`config.mk`:
```
export PLATFORM = sky130hd
export DESIGN_NAME = fsq_host
export DESIGN_NICKNAME = d
export VERILOG_FILES = /design/src/include/fsq_pkg.sv /design/src/rtl/fsq_bus_cycle.sv /design/src/rtl/fsq_host.sv
export SDC_FILE = /design/constraint.sdc
export NUM_CORES = 1
export LEC_CHECK = 0
export BUFFER_PORTS_ARGS = -buffer_cell sky130_fd_sc_hd__buf_2
export CAP_MARGIN = 10
export CORE_ASPECT_RATIO = 1.25
export CORE_MARGIN = 3
export CORE_UTILIZATION = 50
export CTS_BUF_LIST = sky130_fd_sc_hd__clkbuf_16
export DETAILED_ROUTE_END_ITERATION = 6
export HOLD_SLACK_MARGIN = 0.06
export PLACE_DENSITY = 0.75
export SYNTH_ARGS = -nofsm -noshare
export SYNTH_HDL_FRONTEND = slang
export SYNTH_HIERARCHICAL = 1
export SYNTH_SLANG_ARGS = --single-unit
```
`constraint.sdc`:
```
create_clock -name clock_i -period 1.7 [get_ports clock_i]
set_input_delay 0.34 -clock clock_i [delete_from_list [all_inputs] [get_ports clock_i]]
set_output_delay 0.34 -clock clock_i [all_outputs]
set_load 0.02 [all_outputs]
```
`src/include/fsq_pkg.sv`:
```
package fsq_pkg;
  // Command codes written on the low data byte
  localparam logic [7:0] CMD_READ_STATUS  = 8'h70;
  localparam logic [7:0] CMD_CLEAR_STATUS = 8'h50;
  localparam logic [7:0] CMD_READ_ARRAY   = 8'hFF;
  localparam logic [7:0] CMD_CHIP_SETUP   = 8'h30;
  localparam logic [7:0] CMD_LOCK_SETUP   = 8'h60;
  localparam logic [7:0] CMD_CONFIRM      = 8'hD0;
  localparam logic [7:0] CMD_LOCK_BLOCK   = 8'h01;
  localparam logic [7:0] CMD_LOCK_PERM    = 8'hF1;
  // Status bit positions
  localparam int MACHINE_READY_POS  = 7;
  localparam int ERASE_FAIL_POS     = 5;
  localparam int LOCK_SET_FAIL_POS  = 4;
  localparam int SUPPLY_FAULT_POS   = 3;
  localparam int PROTECT_HIT_POS    = 1;
  // Bus cycle timing, in clock cycles of 40 ns
  localparam int    CLK_PERIOD_NS  = 40;
  localparam int    WE_PULSE_NS    = 100;
  localparam int    RD_ACCESS_NS   = 120;
  localparam logic [3:0] WE_CYCLES = 4'((WE_PULSE_NS + CLK_PERIOD_NS - 1) / CLK_PERIOD_NS);
  localparam logic [3:0] RD_CYCLES = 4'((RD_ACCESS_NS + CLK_PERIOD_NS - 1) / CLK_PERIOD_NS);
  localparam int ADDR_W = 20;
  localparam int DATA_W = 16;
  // Operations accepted at the user port
  localparam logic [2:0] OP_CHIP_ERASE = 3'h0;
  localparam logic [2:0] OP_LOCK_BLOCK = 3'h1;
  localparam logic [2:0] OP_LOCK_PERM  = 3'h2;
  localparam logic [2:0] OP_CLEAR_LOCK = 3'h3;
  localparam logic [2:0] OP_CLEAR_STAT = 3'h4;
  localparam logic [2:0] OP_READ_ARRAY = 3'h5;
endpackage

```
`src/rtl/fsq_bus_cycle.sv`:
```
`timescale 1ns/1ps
// Performs one timed write or read cycle on the flash pins.
module fsq_bus_cycle (
  input  wire logic                       clock_i,
  input  wire logic                       srst_i,
  input  wire logic                       start_i,
  input  wire logic                       write_i,
  input  wire logic [fsq_pkg::ADDR_W-1:0] addr_i,
  input  wire logic [fsq_pkg::DATA_W-1:0] wdata_i,
  input  wire logic [fsq_pkg::DATA_W-1:0] dq_sync_i,
  output logic                            done_o,
  output logic [fsq_pkg::DATA_W-1:0]      rdata_o,
  output logic                            ce_n_o,
  output logic                            we_n_o,
  output logic                            oe_n_o,
  output logic [fsq_pkg::ADDR_W-1:0]      a_o,
  output logic [fsq_pkg::DATA_W-1:0]      dq_o,
  output logic                            dq_oe_o
);
  logic [3:0] cnt_q;
  logic       busy_q;
  logic       wr_q;
  // Two extra cycles let read data pass the pin synchroniser
  wire logic [3:0] len_w = write_i ? fsq_pkg::WE_CYCLES : 4'(fsq_pkg::RD_CYCLES + 4'h2);
  wire logic       last_w = busy_q && (cnt_q == 4'h1);

  always_ff @(posedge clock_i) begin
    if (srst_i) begin
      busy_q  <= 1'b0;
      cnt_q   <= 4'h0;
      wr_q    <= 1'b0;
      done_o  <= 1'b0;
      rdata_o <= '0;
      ce_n_o  <= 1'b1;
      we_n_o  <= 1'b1;
      oe_n_o  <= 1'b1;
      a_o     <= '0;
      dq_o    <= '0;
      dq_oe_o <= 1'b0;
    end else begin
      done_o <= last_w;
      if (start_i && !busy_q) begin
        busy_q  <= 1'b1;
        cnt_q   <= len_w;
        wr_q    <= write_i;
        a_o     <= addr_i;
        dq_o    <= wdata_i;
        dq_oe_o <= write_i;
        ce_n_o  <= 1'b0;
        we_n_o  <= !write_i;
        oe_n_o  <= write_i;
      end else if (busy_q) begin
        cnt_q <= 4'(cnt_q - 4'h1);
        if (last_w) begin
          busy_q  <= 1'b0;
          ce_n_o  <= 1'b1;
          we_n_o  <= 1'b1;
          oe_n_o  <= 1'b1;
          dq_oe_o <= 1'b0;
          if (!wr_q) begin
            rdata_o <= dq_sync_i;
          end
        end
      end
    end
  end
endmodule

```
`src/rtl/fsq_host.sv`:
```
`timescale 1ns/1ps
// Overview of operation
// - Chip erase: 30H then D0H
// - Lock set: 60H then 01H or F1H
// - Clear locks: 60H then D0H
// - Lock sets may chain before checking; the host polls status to ready after each lock set
// - Clear status after any error; the host leaves this to an OP_CLEAR_STAT request
// - Write FFH after last operation; the host leaves this to an OP_READ_ARRAY request
// - Poll status until ready after confirm
module fsq_host (
  input  wire logic                       clock_i,
  input  wire logic                       srst_i,
  input  wire logic                       req_i,
  input  wire logic [2:0]                 op_i,
  input  wire logic [fsq_pkg::ADDR_W-1:0] addr_i,
  output logic                            ack_o,
  output logic                            busy_o,
  output logic [7:0]                      status_o,
  output logic                            error_o,
  output logic                            seq_error_o,
  output logic                            rb_ready_o,
  output logic                            ce_n_o,
  output logic                            we_n_o,
  output logic                            oe_n_o,
  output logic [fsq_pkg::ADDR_W-1:0]      a_o,
  output logic [fsq_pkg::DATA_W-1:0]      dq_o,
  output logic                            dq_oe_o,
  input  wire logic [fsq_pkg::DATA_W-1:0] dq_i,
  input  wire logic                       ready_busy_out_n_i
);
  typedef enum logic [5:0] {
    ST_IDLE  = 6'b000001,
    ST_SETUP = 6'b000010,
    ST_CONF  = 6'b000100,
    ST_POLL  = 6'b001000,
    ST_WAIT  = 6'b010000,
    ST_DONE  = 6'b100000
  } fsq_state_e;

  fsq_state_e state_q;
  fsq_state_e state_d;
  logic [2:0]                 op_q;
  logic [fsq_pkg::ADDR_W-1:0] addr_q;
  logic [fsq_pkg::DATA_W-1:0] dq_m_q;
  logic [fsq_pkg::DATA_W-1:0] dq_s_q;
  logic                       rb_m_q;
  logic                       rb_s_q;
  logic                       start_q;
  logic                       wr_q;
  logic [7:0]                 wdata_q;
  logic                       cyc_done;
  logic [fsq_pkg::DATA_W-1:0] cyc_rdata;

  // Pin inputs pass two flops before any use
  always_ff @(posedge clock_i) begin
    if (srst_i) begin
      dq_m_q <= '0;
      dq_s_q <= '0;
      rb_m_q <= 1'b1;
      rb_s_q <= 1'b1;
    end else begin
      dq_m_q <= dq_i;
      dq_s_q <= dq_m_q;
      rb_m_q <= ready_busy_out_n_i;
      rb_s_q <= rb_m_q;
    end
  end

  wire logic two_cycle_w = (op_q != fsq_pkg::OP_CLEAR_STAT) && (op_q != fsq_pkg::OP_READ_ARRAY);
  wire logic [7:0] setup_code_w = (op_q == fsq_pkg::OP_CHIP_ERASE) ? fsq_pkg::CMD_CHIP_SETUP :
                                  two_cycle_w ? fsq_pkg::CMD_LOCK_SETUP :
                                  (op_q == fsq_pkg::OP_CLEAR_STAT) ? fsq_pkg::CMD_CLEAR_STATUS :
                                  fsq_pkg::CMD_READ_ARRAY;
  // confirm code picks block or permanent lock
  wire logic [7:0] conf_code_w = (op_q == fsq_pkg::OP_LOCK_BLOCK) ? fsq_pkg::CMD_LOCK_BLOCK :
                                 (op_q == fsq_pkg::OP_LOCK_PERM) ? fsq_pkg::CMD_LOCK_PERM :
                                 fsq_pkg::CMD_CONFIRM;
  // ready bit of last status read
  wire logic ready_w = cyc_rdata[fsq_pkg::MACHINE_READY_POS];
  // both fail bits flag a bad sequence
  wire logic seq_err_w = cyc_rdata[fsq_pkg::ERASE_FAIL_POS] &&
                         cyc_rdata[fsq_pkg::LOCK_SET_FAIL_POS];
  wire logic any_err_w = cyc_rdata[fsq_pkg::ERASE_FAIL_POS] ||
                         cyc_rdata[fsq_pkg::LOCK_SET_FAIL_POS] ||
                         cyc_rdata[fsq_pkg::SUPPLY_FAULT_POS] ||
                         cyc_rdata[fsq_pkg::PROTECT_HIT_POS];

  always_comb begin
    state_d = state_q;
    case (state_q)
      ST_IDLE: begin
        if (req_i) begin
          state_d = ST_SETUP;
        end
      end
      ST_SETUP: begin
        if (cyc_done) begin
          state_d = two_cycle_w ? ST_CONF : ST_DONE;
        end
      end
      ST_CONF: begin
        if (cyc_done) begin
          state_d = ST_POLL;
        end
      end
      ST_POLL: begin
        state_d = ST_WAIT;
      end
      ST_WAIT: begin
        if (cyc_done) begin
          state_d = ready_w ? ST_DONE : ST_POLL;
        end
      end
      ST_DONE: begin
        state_d = ST_IDLE;
      end
      default: begin
        state_d = ST_IDLE;
      end
    endcase
  end

  wire logic launch_w = (state_q == ST_IDLE && req_i) ||
                        (state_q == ST_SETUP && cyc_done && two_cycle_w) ||
                        (state_q == ST_POLL);

  always_ff @(posedge clock_i) begin
    if (srst_i) begin
      state_q     <= ST_IDLE;
      op_q        <= fsq_pkg::OP_CHIP_ERASE;
      addr_q      <= '0;
      start_q     <= 1'b0;
      wr_q        <= 1'b0;
      wdata_q     <= 8'h00;
      ack_o       <= 1'b0;
      busy_o      <= 1'b0;
      status_o    <= 8'h00;
      error_o     <= 1'b0;
      seq_error_o <= 1'b0;
      rb_ready_o  <= 1'b1;
    end else begin
      state_q    <= state_d;
      start_q    <= launch_w;
      ack_o      <= (state_d == ST_DONE);
      busy_o     <= (state_d != ST_IDLE);
      rb_ready_o <= rb_s_q;
      if (state_q == ST_IDLE && req_i) begin
        op_q    <= op_i;
        addr_q  <= addr_i;
        wr_q    <= 1'b1;
        wdata_q <= 8'h00;
      end
      if (state_q == ST_IDLE && req_i) begin
        wdata_q <= 8'h00;
      end else if (state_q == ST_SETUP && cyc_done) begin
        wdata_q <= conf_code_w;
      end
      if (state_q == ST_POLL) begin
        wr_q <= 1'b0;
      end
      if (state_q == ST_WAIT && cyc_done && ready_w) begin
        status_o    <= cyc_rdata[7:0];
        error_o     <= any_err_w;
        seq_error_o <= seq_err_w;
      end
      // clear and array read driven by user
      if (state_q == ST_SETUP && cyc_done && op_q == fsq_pkg::OP_CLEAR_STAT) begin
        status_o    <= 8'h00;
        error_o     <= 1'b0;
        seq_error_o <= 1'b0;
      end
    end
  end

  wire logic [7:0] code_w = (state_q == ST_SETUP && !start_q && !cyc_done && wdata_q == 8'h00)
                            ? setup_code_w : wdata_q;
  wire logic [7:0] cyc_code_w = (state_q == ST_SETUP) ? setup_code_w :
                                (state_q == ST_CONF) ? conf_code_w : code_w;

  fsq_bus_cycle u_cycle (
    .clock_i   (clock_i),
    .srst_i    (srst_i),
    .start_i   (start_q),
    .write_i   (wr_q && state_q != ST_WAIT),
    .addr_i    (addr_q),
    .wdata_i   ({8'h00, cyc_code_w}),
    .dq_sync_i (dq_s_q),
    .done_o    (cyc_done),
    .rdata_o   (cyc_rdata),
    .ce_n_o    (ce_n_o),
    .we_n_o    (we_n_o),
    .oe_n_o    (oe_n_o),
    .a_o       (a_o),
    .dq_o      (dq_o),
    .dq_oe_o   (dq_oe_o)
  );

  property p_seq_after_setup;
    @(posedge clock_i) disable iff (srst_i)
    (state_q == ST_SETUP && cyc_done && two_cycle_w) |=> (state_q == ST_CONF);
  endproperty
  a_seq_after_setup: assert property (p_seq_after_setup) else $error("no confirm");

  property p_poll_after_conf;
    @(posedge clock_i) disable iff (srst_i)
    (state_q == ST_CONF && cyc_done) |=> (state_q == ST_POLL) ##1 (state_q == ST_WAIT);
  endproperty
  a_poll_after_conf: assert property (p_poll_after_conf) else $error("no poll");

  property p_busy_keeps_poll;
    @(posedge clock_i) disable iff (srst_i)
    (state_q == ST_WAIT && cyc_done && !ready_w) |=> (state_q == ST_POLL);
  endproperty
  a_busy_keeps_poll: assert property (p_busy_keeps_poll) else $error("poll stopped");

  property p_seq_err;
    @(posedge clock_i) disable iff (srst_i)
    (state_q == ST_WAIT && cyc_done && ready_w && seq_err_w) |=> (seq_error_o && error_o);
  endproperty
  a_seq_err: assert property (p_seq_err) else $error("seq error lost");

  property p_ack_pulse;
    @(posedge clock_i) disable iff (srst_i)
    ack_o |=> !ack_o;
  endproperty
  a_ack_pulse: assert property (p_ack_pulse) else $error("ack not pulse");

  property p_chip_setup_code;
    @(posedge clock_i) disable iff (srst_i)
    (state_q == ST_SETUP && !we_n_o && op_q == fsq_pkg::OP_CHIP_ERASE) |->
      (dq_o == {8'h00, fsq_pkg::CMD_CHIP_SETUP});
  endproperty
  a_chip_setup_code: assert property (p_chip_setup_code) else $error("bad setup code");

  c_chip: cover property (@(posedge clock_i) ack_o && op_q == fsq_pkg::OP_CHIP_ERASE);
  c_lock: cover property (@(posedge clock_i) ack_o && op_q == fsq_pkg::OP_LOCK_PERM);
  c_err:  cover property (@(posedge clock_i) error_o);
endmodule

```
# --- After elaboration in Yosys (flattened, before gate mapping) ---
# Cells that the tools add are included.
totals:
  ff_bits: 117
  output_inout_bits: 53
  elab_cells: 105
classes:
  add_sub_neg: 1
  eq_ne: 14
  mux: 29
  bitwise: 2
  n_reduce_logical: 32
ops:
  columns: ["cell", "count"]
  rows:
  - ["$mux 8", 7]
  - ["$mux 6", 7]
  - ["$pmux 6 s5", 1]
  - ["$logic_and 1x1->1", 14]
  - ["$mux 1", 11]
  - ["$logic_not 8->1", 1]
  - ["$mux 4", 2]
  - ["$eq 6x1->1 const B", 1]
  - ["$eq 6x2->1 const B", 1]
  - ["$eq 6x3->1 const B", 1]
  - ["$eq 6x4->1 const B", 1]
  - ["$eq 6x5->1 const B", 1]
  - ["$eq 6x6->1 const B", 1]
  - ["$ne 3x3->1 const B", 2]
  - ["$ne 6x1->1 const B", 1]
  - ["$ne 6x5->1 const B", 1]
  - ["$reduce_or 2->1", 3]
  - ["$logic_or 1x1->1", 5]
  - ["$eq 4x1->1 const B", 1]
  - ["$logic_not 1->1", 4]
  - ["$reduce_and 4->1", 1]
  - ["$reduce_bool 2->1", 2]
  - ["$sub 4x1->4 const B", 1]
  - ["$eq 3x1->1 const B", 1]
  - ["other kinds (6)", 7]

# --- Depth between registers and ports, before layout ---
# Gate-level depths: netlist of run 1.
depth:
  ltp_word: 7
  depth_mapped: 7

# --- By module ---
# The synthesis of run 1 kept the hierarchy.
by_module_without_submodules:
  columns: ["mod", "instances", "cells_each", "area_each_um2", "seq_area_each_um2"]
  rows:
  - ["fsq_host", 1, 307, 2877.8, 1621.6]
  - ["fsq_bus_cycle", 1, 280, 2546.2, 1261.2]

# --- Worst setup path before layout of run 1 ---
# OpenSTA, ideal clock, no wires.
synth_path:
  path_type: "reg2reg"
  start: "register state_q[5]"
  end: "register status_o[3]"
  setup_time_ps: 133
  arrival_ps: 1586
  required_ps: 1567
  slack_ps: -18
  stages_incl_launch_ff: 6
  period_less_slack_ps: 1718
  cell_sequence: "dfxtp_1 > or4_4 > nor3_4 > buf_6 > mux2i_1 > nor2_1"
synth_via:
  elab_chain_cells: 4
synth_lines:
  columns: ["item", "line_no", "rtl"]
  rows:
  - ["start, declared", "fsq_host.sv:40", "fsq_state_e state_q;"]
  - ["start signal, assigned", "fsq_host.sv:142", "state_q <= state_d;"]
  - ["$eq 6x2->1", "fsq_host.sv:167", "if (state_q == ST_SETUP && cyc_done && op_q == fsq_pkg::OP_CLEAR_STAT) begin"]
  - ["$logic_and 1x1->1 (2 in series)", "fsq_host.sv:167", null]
  - ["$reduce_or 2->1 (no line)", null, null]
  - ["end signal, assigned", "fsq_host.sv:162", "status_o <= cyc_rdata[7:0];"]
  - ["end, declared", "fsq_host.sv:18", "output logic [7:0] status_o,"]
# Several ways; a longest one is shown, not always the timed one.
# A chain may end at the register's enable or synchronous reset.

# --- Final worst setup path of run 1 ---
layout_path:
  start: "register state_q[1]"
  end: "register status_o[3]"
# Same word-level chain as after synthesis.

==> key figures, run 1 <==
Run status
  • Outcome: complete, no violations

Pwr
  • Clock share of power: 0.492
  • Worst vdd ir: 0.781 mV
  • Power per cell area: 1190 nW/um^2
  • Cell internal pwr: 5440 uW
  • Tot Pwr: 7100 uW
  • Combinational share of power: 0.084
  • Net switching power: 1650 uW
  • Flop pwr share: 0.425
  • Switching share of total power: 0.233
  • Leakage: 0.00239 uW

Global route
  • Initial antenna violation count: 0
  • Vias in the first global route: 3735
  • First-pass GRT wire length: 16900 um
  • Final global-route overflow total: 0
  • Largest net degree at the start of global routing: 50
  • Global-route usage over all layers: 0.200

Setup path
  • Startpoint types: flop
  • Critical Path RT: 2.00 ns
  • Largest fanout on the critical path: 12
  • WP data arrival: 1.97 ns
  • Kind of end point of the critical path: flop
  • Setup Crit Path Kind: reg2reg

Floorplanning
  • # IOs: 96
  • Die area: 10600 sq um
  • Die Y: 114 um
  • Rows: 38
  • Core ar.: 8940 sq um
  • Initial Util: 0.526
  • Die width: 92.8 um

CTS
  • Clock Pin Slew Worst Setup and Hold Paths: 0.05 ns
  • CTS Buf Count: 17
  • Max H-tree Level: 4
  • CTS tree: yes
  • Clock latency on the worst-skew pair: 0.41 ns
  • Sink Count: 120
  • Hold_buf cts: 0
  • Root Driver: clkbuf_16
  • Max clock buf depth: 2

STA
  • RSZ-0062 raised after global routing: yes
  • Clock skew: 0.00690 ns
  • Setup TNS: 0 ns
  • Period utilization: 0.982
  • Setup-failing EPs final: 0
  • Worst hold slack: 0.111 ns
  • Fin. max-slew vios: 0
  • Fmax: 599 MHz
  • Tmin final: 1.67 ns
  • Final Hold Fails: 0

Detailed routing
  • WL/cell: 13.5 um
  • Total wire length: 10100 um
  • Drt drc: 0
  • 1st-iter DRT viols: 238
  • Via-to-Cell Ratio: 5.10
  • DRT Pass-1 Iters: 4
  • Via count: 3827
  • Antenna viol nets, final: 0

Place
  • Hpwl dp: 6740 um
  • Final GP Congestion: 0.839
  • I/O Buffers: 87

Cells and area
  • Post-layout nets: 662
  • Layout cells sized above 1: 0.329
  • Ant. Diodes: 0
  • Final Core Density: 0.665
  • Area grow syn2layout: 26.4%

Yosys
  • Synth warn: 6
  • Syn avg cell area: 8.99 sq um
  • Cells after synthesis: 523
  • Cell Area, Synth: 4700 sq um

Run
  • Number of max-cap violations: 0

Hold path
  • Worst Hold Class: in2reg
metrics by stage:
stage / instances / worst slack [ns] / area (sq um)
after floorplan: 530 / 0.0274 / 4730
after global placement: 716 / 0.0782 / 5280
after detailed placement: 716 / 0.0426 / 5280
after CTS: 748 / 0.00466 / 5880
after global routing: 750 / -0.0707 / 5950
final: 750 / 0.0314 / 5950
per-layer routing:
metal  share of wire  routed length [um]  global-route usage  vias up
li1                -                   -                   -     1931
met3           0.058                 589              0.0644       14
met1            0.42                4300               0.227     1780
met4           0.012                 119              0.0899        0
met5               0                   0                   0        -
met2            0.51                5130               0.342      102
registers in the layout (all words and copies together), names as in the netlist, 3 cells and up:
register         flops
addr_q              20
wdata_q              3
status_o             8
dq_m_q               8
u_cycle/cnt_q        4
op_q                 3
dq_s_q               8
u_cycle/rdata_o      8
u_cycle/a_o         20
u_cycle/dq_o        16
state_q              6
repair_timing:
item / CTS / global route
setup buffers: 0 / 2
pin swaps: 0 / 5
resized for setup: 2 / 14
hold endpoints to repair: 0 / 0
endpoints found under the setup margin: 1 / 20
gates cloned: 0 / 0
cell type report:
class	count	area (sq um)
clock buffers	17	425
clock inverters	15	161
fillers	751	2990
inverters	5	18.8
multi-input cells	364	2110
flip-flops and latches	120	2410
well taps	120	150
repair buffers	109	678
worst paths after layout:
kind	slack [ns]	cells past startpoint	endpoint	from
setup / recovery	0.03	5	status_o[3]	state_q[1]
hold / removal	0.11	2	rb_m_q	ready_busy_out_n_i
hold reg to reg	0.41	1	rb_s_q	rb_m_q
setup reg to reg	0.03	5	status_o[3]	state_q[1]
critical path: stages, from the launching register on:
cell and delay [ns]:
dfxtp_2 0.34, or4_4 0.60, nor3_4 0.17, buf_12 0.17, mux2i_2 0.22, nor2_1 0.05
placed cells by master, fill, tap and decap left out, types with 3 or more instances in the layout:
cell	instances
nand3b_1	9
nand2_1	103
o21a_1	3
clkbuf_16	17
mux2i_1	7
or2_2	4
buf_12	6
conb_1	8
dfxtp_2	3
a21oi_1	59
or3_1	3
a21oi_2	22
nor2_1	19
a211oi_1	3
dfxtp_1	117
buf_4	17
o21ai_1	3
nand3_1	8
nand2_2	22
nor2b_1	21
nor3_1	9
bufinv_16	3
clkinv_2	4
o21ai_0	14
buf_2	86
inv_1	6
nand2b_1	6
clkinvlp_4	3
power groups by stage:
stage                     Combinational [uW]  Clock [uW]  Sequential, uW
after floorplan                          398           0            3080
after global placement                   570           0            3060
after detailed placement                 583           0            3070
after CTS                                590        3550            3010
after global routing                     660        3680            3030
final                                    595        3490            3010
No activity file was read; power rests on OpenSTA's default activity.
==> inputs of run 2 (changes only) <==
Settings changed: PLACE_DENSITY 0.75 to unset, PLACE_DENSITY_LB_ADDON set to 0.2.
==> key figures, run 2 (synthesis results as in run 1) <==
Run status
  • Outcome: finished with violations
  • Violated checks: negative setup slack

CTS
  • Root Driver: clkbuf_16
  • CTS tree: yes
  • Sink Count: 120 (unchanged)
  • CTS Buf Count: 17 (unchanged)
  • Clock latency on the worst-skew pair: 0.40 ns (about the same)
  • Max H-tree Level: 4 (unchanged)
  • Max clock buf depth: 2 (unchanged)
  • Hold_buf cts: 0 (unchanged)
  • Clock Pin Slew Worst Setup and Hold Paths: 0.05 ns (about the same)

Pwr
  • Flop pwr share: 0.411 (-0.014)
  • Power per cell area: 1220 nW/um^2 (+2.5%)
  • Net switching power: 1610 uW (-2.6%)
  • Clock share of power: 0.508 (+0.016)
  • Switching share of total power: 0.220 (-0.0132)
  • Leakage: 0.00243 uW (+1.8%)
  • Worst vdd ir: 0.999 mV (+28%)
  • Tot Pwr: 7320 uW (+3.2%)
  • Cell internal pwr: 5720 uW (+5.0%)
  • Combinational share of power: 0.080 (-0.004)

Cells and area
  • Most frequent cells in the layout: dfxtp_1, nand2_1, buf_2
  • Multi-input gate area: 2080 sq um (-1.3%)
  • Area grow syn2layout: 27.3%
  • Register area: 2410 sq um (+0.16%)
  • Commonest non-fill, non-tap cell in the layout: dfxtp_1
  • Post-layout nets: 666 (+0.60%)
  • Layout cells sized above 1: 0.321 (-0.00788)
  • Filler instances: 770 (+2.5%)
  • Ant. Diodes: 0 (unchanged)
  • Top Registers: addr_q x20, u_cycle/a_o x20, u_cycle/dq_o x16

Setup path
  • WP depth: 5 (unchanged)
  • Critical Path RT: 2.00 ns (about the same)
  • CP bufs+invs: 1 (unchanged)
  • Reg-to-reg setup timing slack: -0.004 ns (-0.04 ns)
  • Kind of end point of the critical path: flop
  • Startpoint types: flop
  • Max incr delay on CP: 0.58 ns (-0.02 ns)
  • Largest fanout on the critical path: 6 (-6)
  • R2r worst-path depth: 5 (unchanged)
  • Setup Crit Path Kind: reg2reg
  • Crit path cell chain: or4_4 -> nor3_4 -> clkbuf_16 -> mux2i_1 -> nor2_1
  • CP top delay family: simple AND/OR/NAND/NOR gates
  • WP data arrival: 2.00 ns (+0.03 ns)
  • Critical-path top delay cell: or4_4

Detailed routing
  • Total wire length: 10300 um (+1.8%)
  • Drt drc: 0 (unchanged)
  • Antenna viol nets, final: 0 (unchanged)
  • Metal3 WL: 511 um (-13%)
  • Met1 wire length: 4490 um (+4.5%)
  • Via count: 3823 (-0.10%)
  • Via-to-Cell Ratio: 5.08 (-0.50%)
  • DRT Pass-1 Iters: 4 (unchanged)
  • WL met2: 5120 um (-0.18%)
  • 1st-iter DRT viols: 251 (+5.5%)
  • WL/cell: 13.7 um (+1.4%)
  • Top Layer Used: met4

Hold path
  • Worst Hold Depth: 2 (unchanged)
  • Worst Hold Class: in2reg

Floorplanning
  • Rows: 38 (unchanged)
  • Core ar.: 8940 sq um (unchanged)
  • Die area: 10600 sq um (unchanged)
  • Initial Util: 0.526 (unchanged)
  • # IOs: 96 (unchanged)
  • Die width: 92.8 um (unchanged)
  • Die Y: 114 um (unchanged)

STA
  • Final Hold Fails: 0 (unchanged)
  • Fin worst setup slack: -0.00383 ns (-0.0352 ns)
  • Fin. max-slew vios: 0 (unchanged)
  • Period utilization: 1.00 (+0.0207)
  • Clock skew: 0.00496 ns (-0.00194 ns)
  • Setup TNS: -0.00383 ns (-0.00383 ns)
  • Fmax: 587 MHz (-2.1%)
  • Setup-failing EPs final: 1 (+1)
  • RSZ-0062 raised after global routing: yes
  • Tmin final: 1.70 ns (+0.0352 ns)

Global route
  • Vias in the first global route: 3697 (-1.0%)
  • Final global-route overflow total: 0 (unchanged)
  • Initial antenna violation count: 0 (unchanged)
  • Largest net degree at the start of global routing: 56 (+12%)
  • Global-route usage over all layers: 0.196 (-0.00386)
  • First-pass GRT wire length: 16400 um (-3.4%)

Place
  • Hpwl dp: 6700 um (-0.71%)
  • Final GP Congestion: 0.831 (-0.91%)
  • I/O Buffers: 87 (unchanged)

Run
  • Number of max-cap violations: 0 (unchanged)
run 2: cell types whose count changed in the layout (fill, tap and decap cells not counted), moves of 2 or more:
cell and change:
buf_4 +4, bufinv_16 +2, clkinv_2 -2, clkinv_4 -2, clkinvlp_4 -2, inv_1 +2, mux2i_1 +2, mux2i_2 -2
run 2: final timing paths:
| path | to | startpoint |
|---|---|---|
| hold / removal | rb_m_q | ready_busy_out_n_i |
| hold reg to reg | rb_s_q | rb_m_q |
| setup / recovery | status_o[4] | state_q[3] |
| setup reg to reg | status_o[4] | state_q[3] |
run 2: area by class of cell:
class / instances / area share
flip-flops and latches: 120 / 0.403
multi-input cells: 364 / 0.347
repair buffers: 113 / 0.119
clock buffers: 17 / 0.0711
clock inverters: 14 / 0.0318
well taps: 120 / 0.0251
inverters: 5 / 0.00314
run 2: metrics by stage:
| stage | cell area, sq um | cells | setup WS, ns | util | hold WS (ns) |
|---|---|---|---|---|---|
| 2_1_floorplan | 4730 | 530 | 0.0274 | - | 0.389 |
| 6_report | 5990 | 753 | -0.00383 | 0.670 | 0.119 |
| 3_3_place_gp | 5280 | 717 | 0.0590 | 0.590 | 0.399 |
| 5_1_grt | 5990 | 753 | -0.0800 | 0.670 | 0.103 |
| 4_1_cts | 5890 | 748 | 0.00125 | 0.659 | 0.0991 |
| 3_5_place_dp | 5280 | 717 | 0.0536 | 0.590 | 0.396 |
run 2: metal layers:
metal  up-vias  track usage
met5         -            0
met4         0       0.0899
met3        17       0.0598
met2        87        0.333
met1      1778        0.226
li1       1941            -
run 2: power groups by stage:
stage          logic (uW)  registers, uW  clock network [uW]
2_1_floorplan         398           3080                   0
3_3_place_gp          566           3060                   0
3_5_place_dp          577           3070                   0
4_1_cts               583           3010                3790
5_1_grt               652           3030                3910
6_report              588           3010                3720
run 2: repair_timing:
action / CTS / global route
gates resized for setup: 0 / 12
setup endpoints to repair: 0 / 14
buffers inserted: 0 / 4
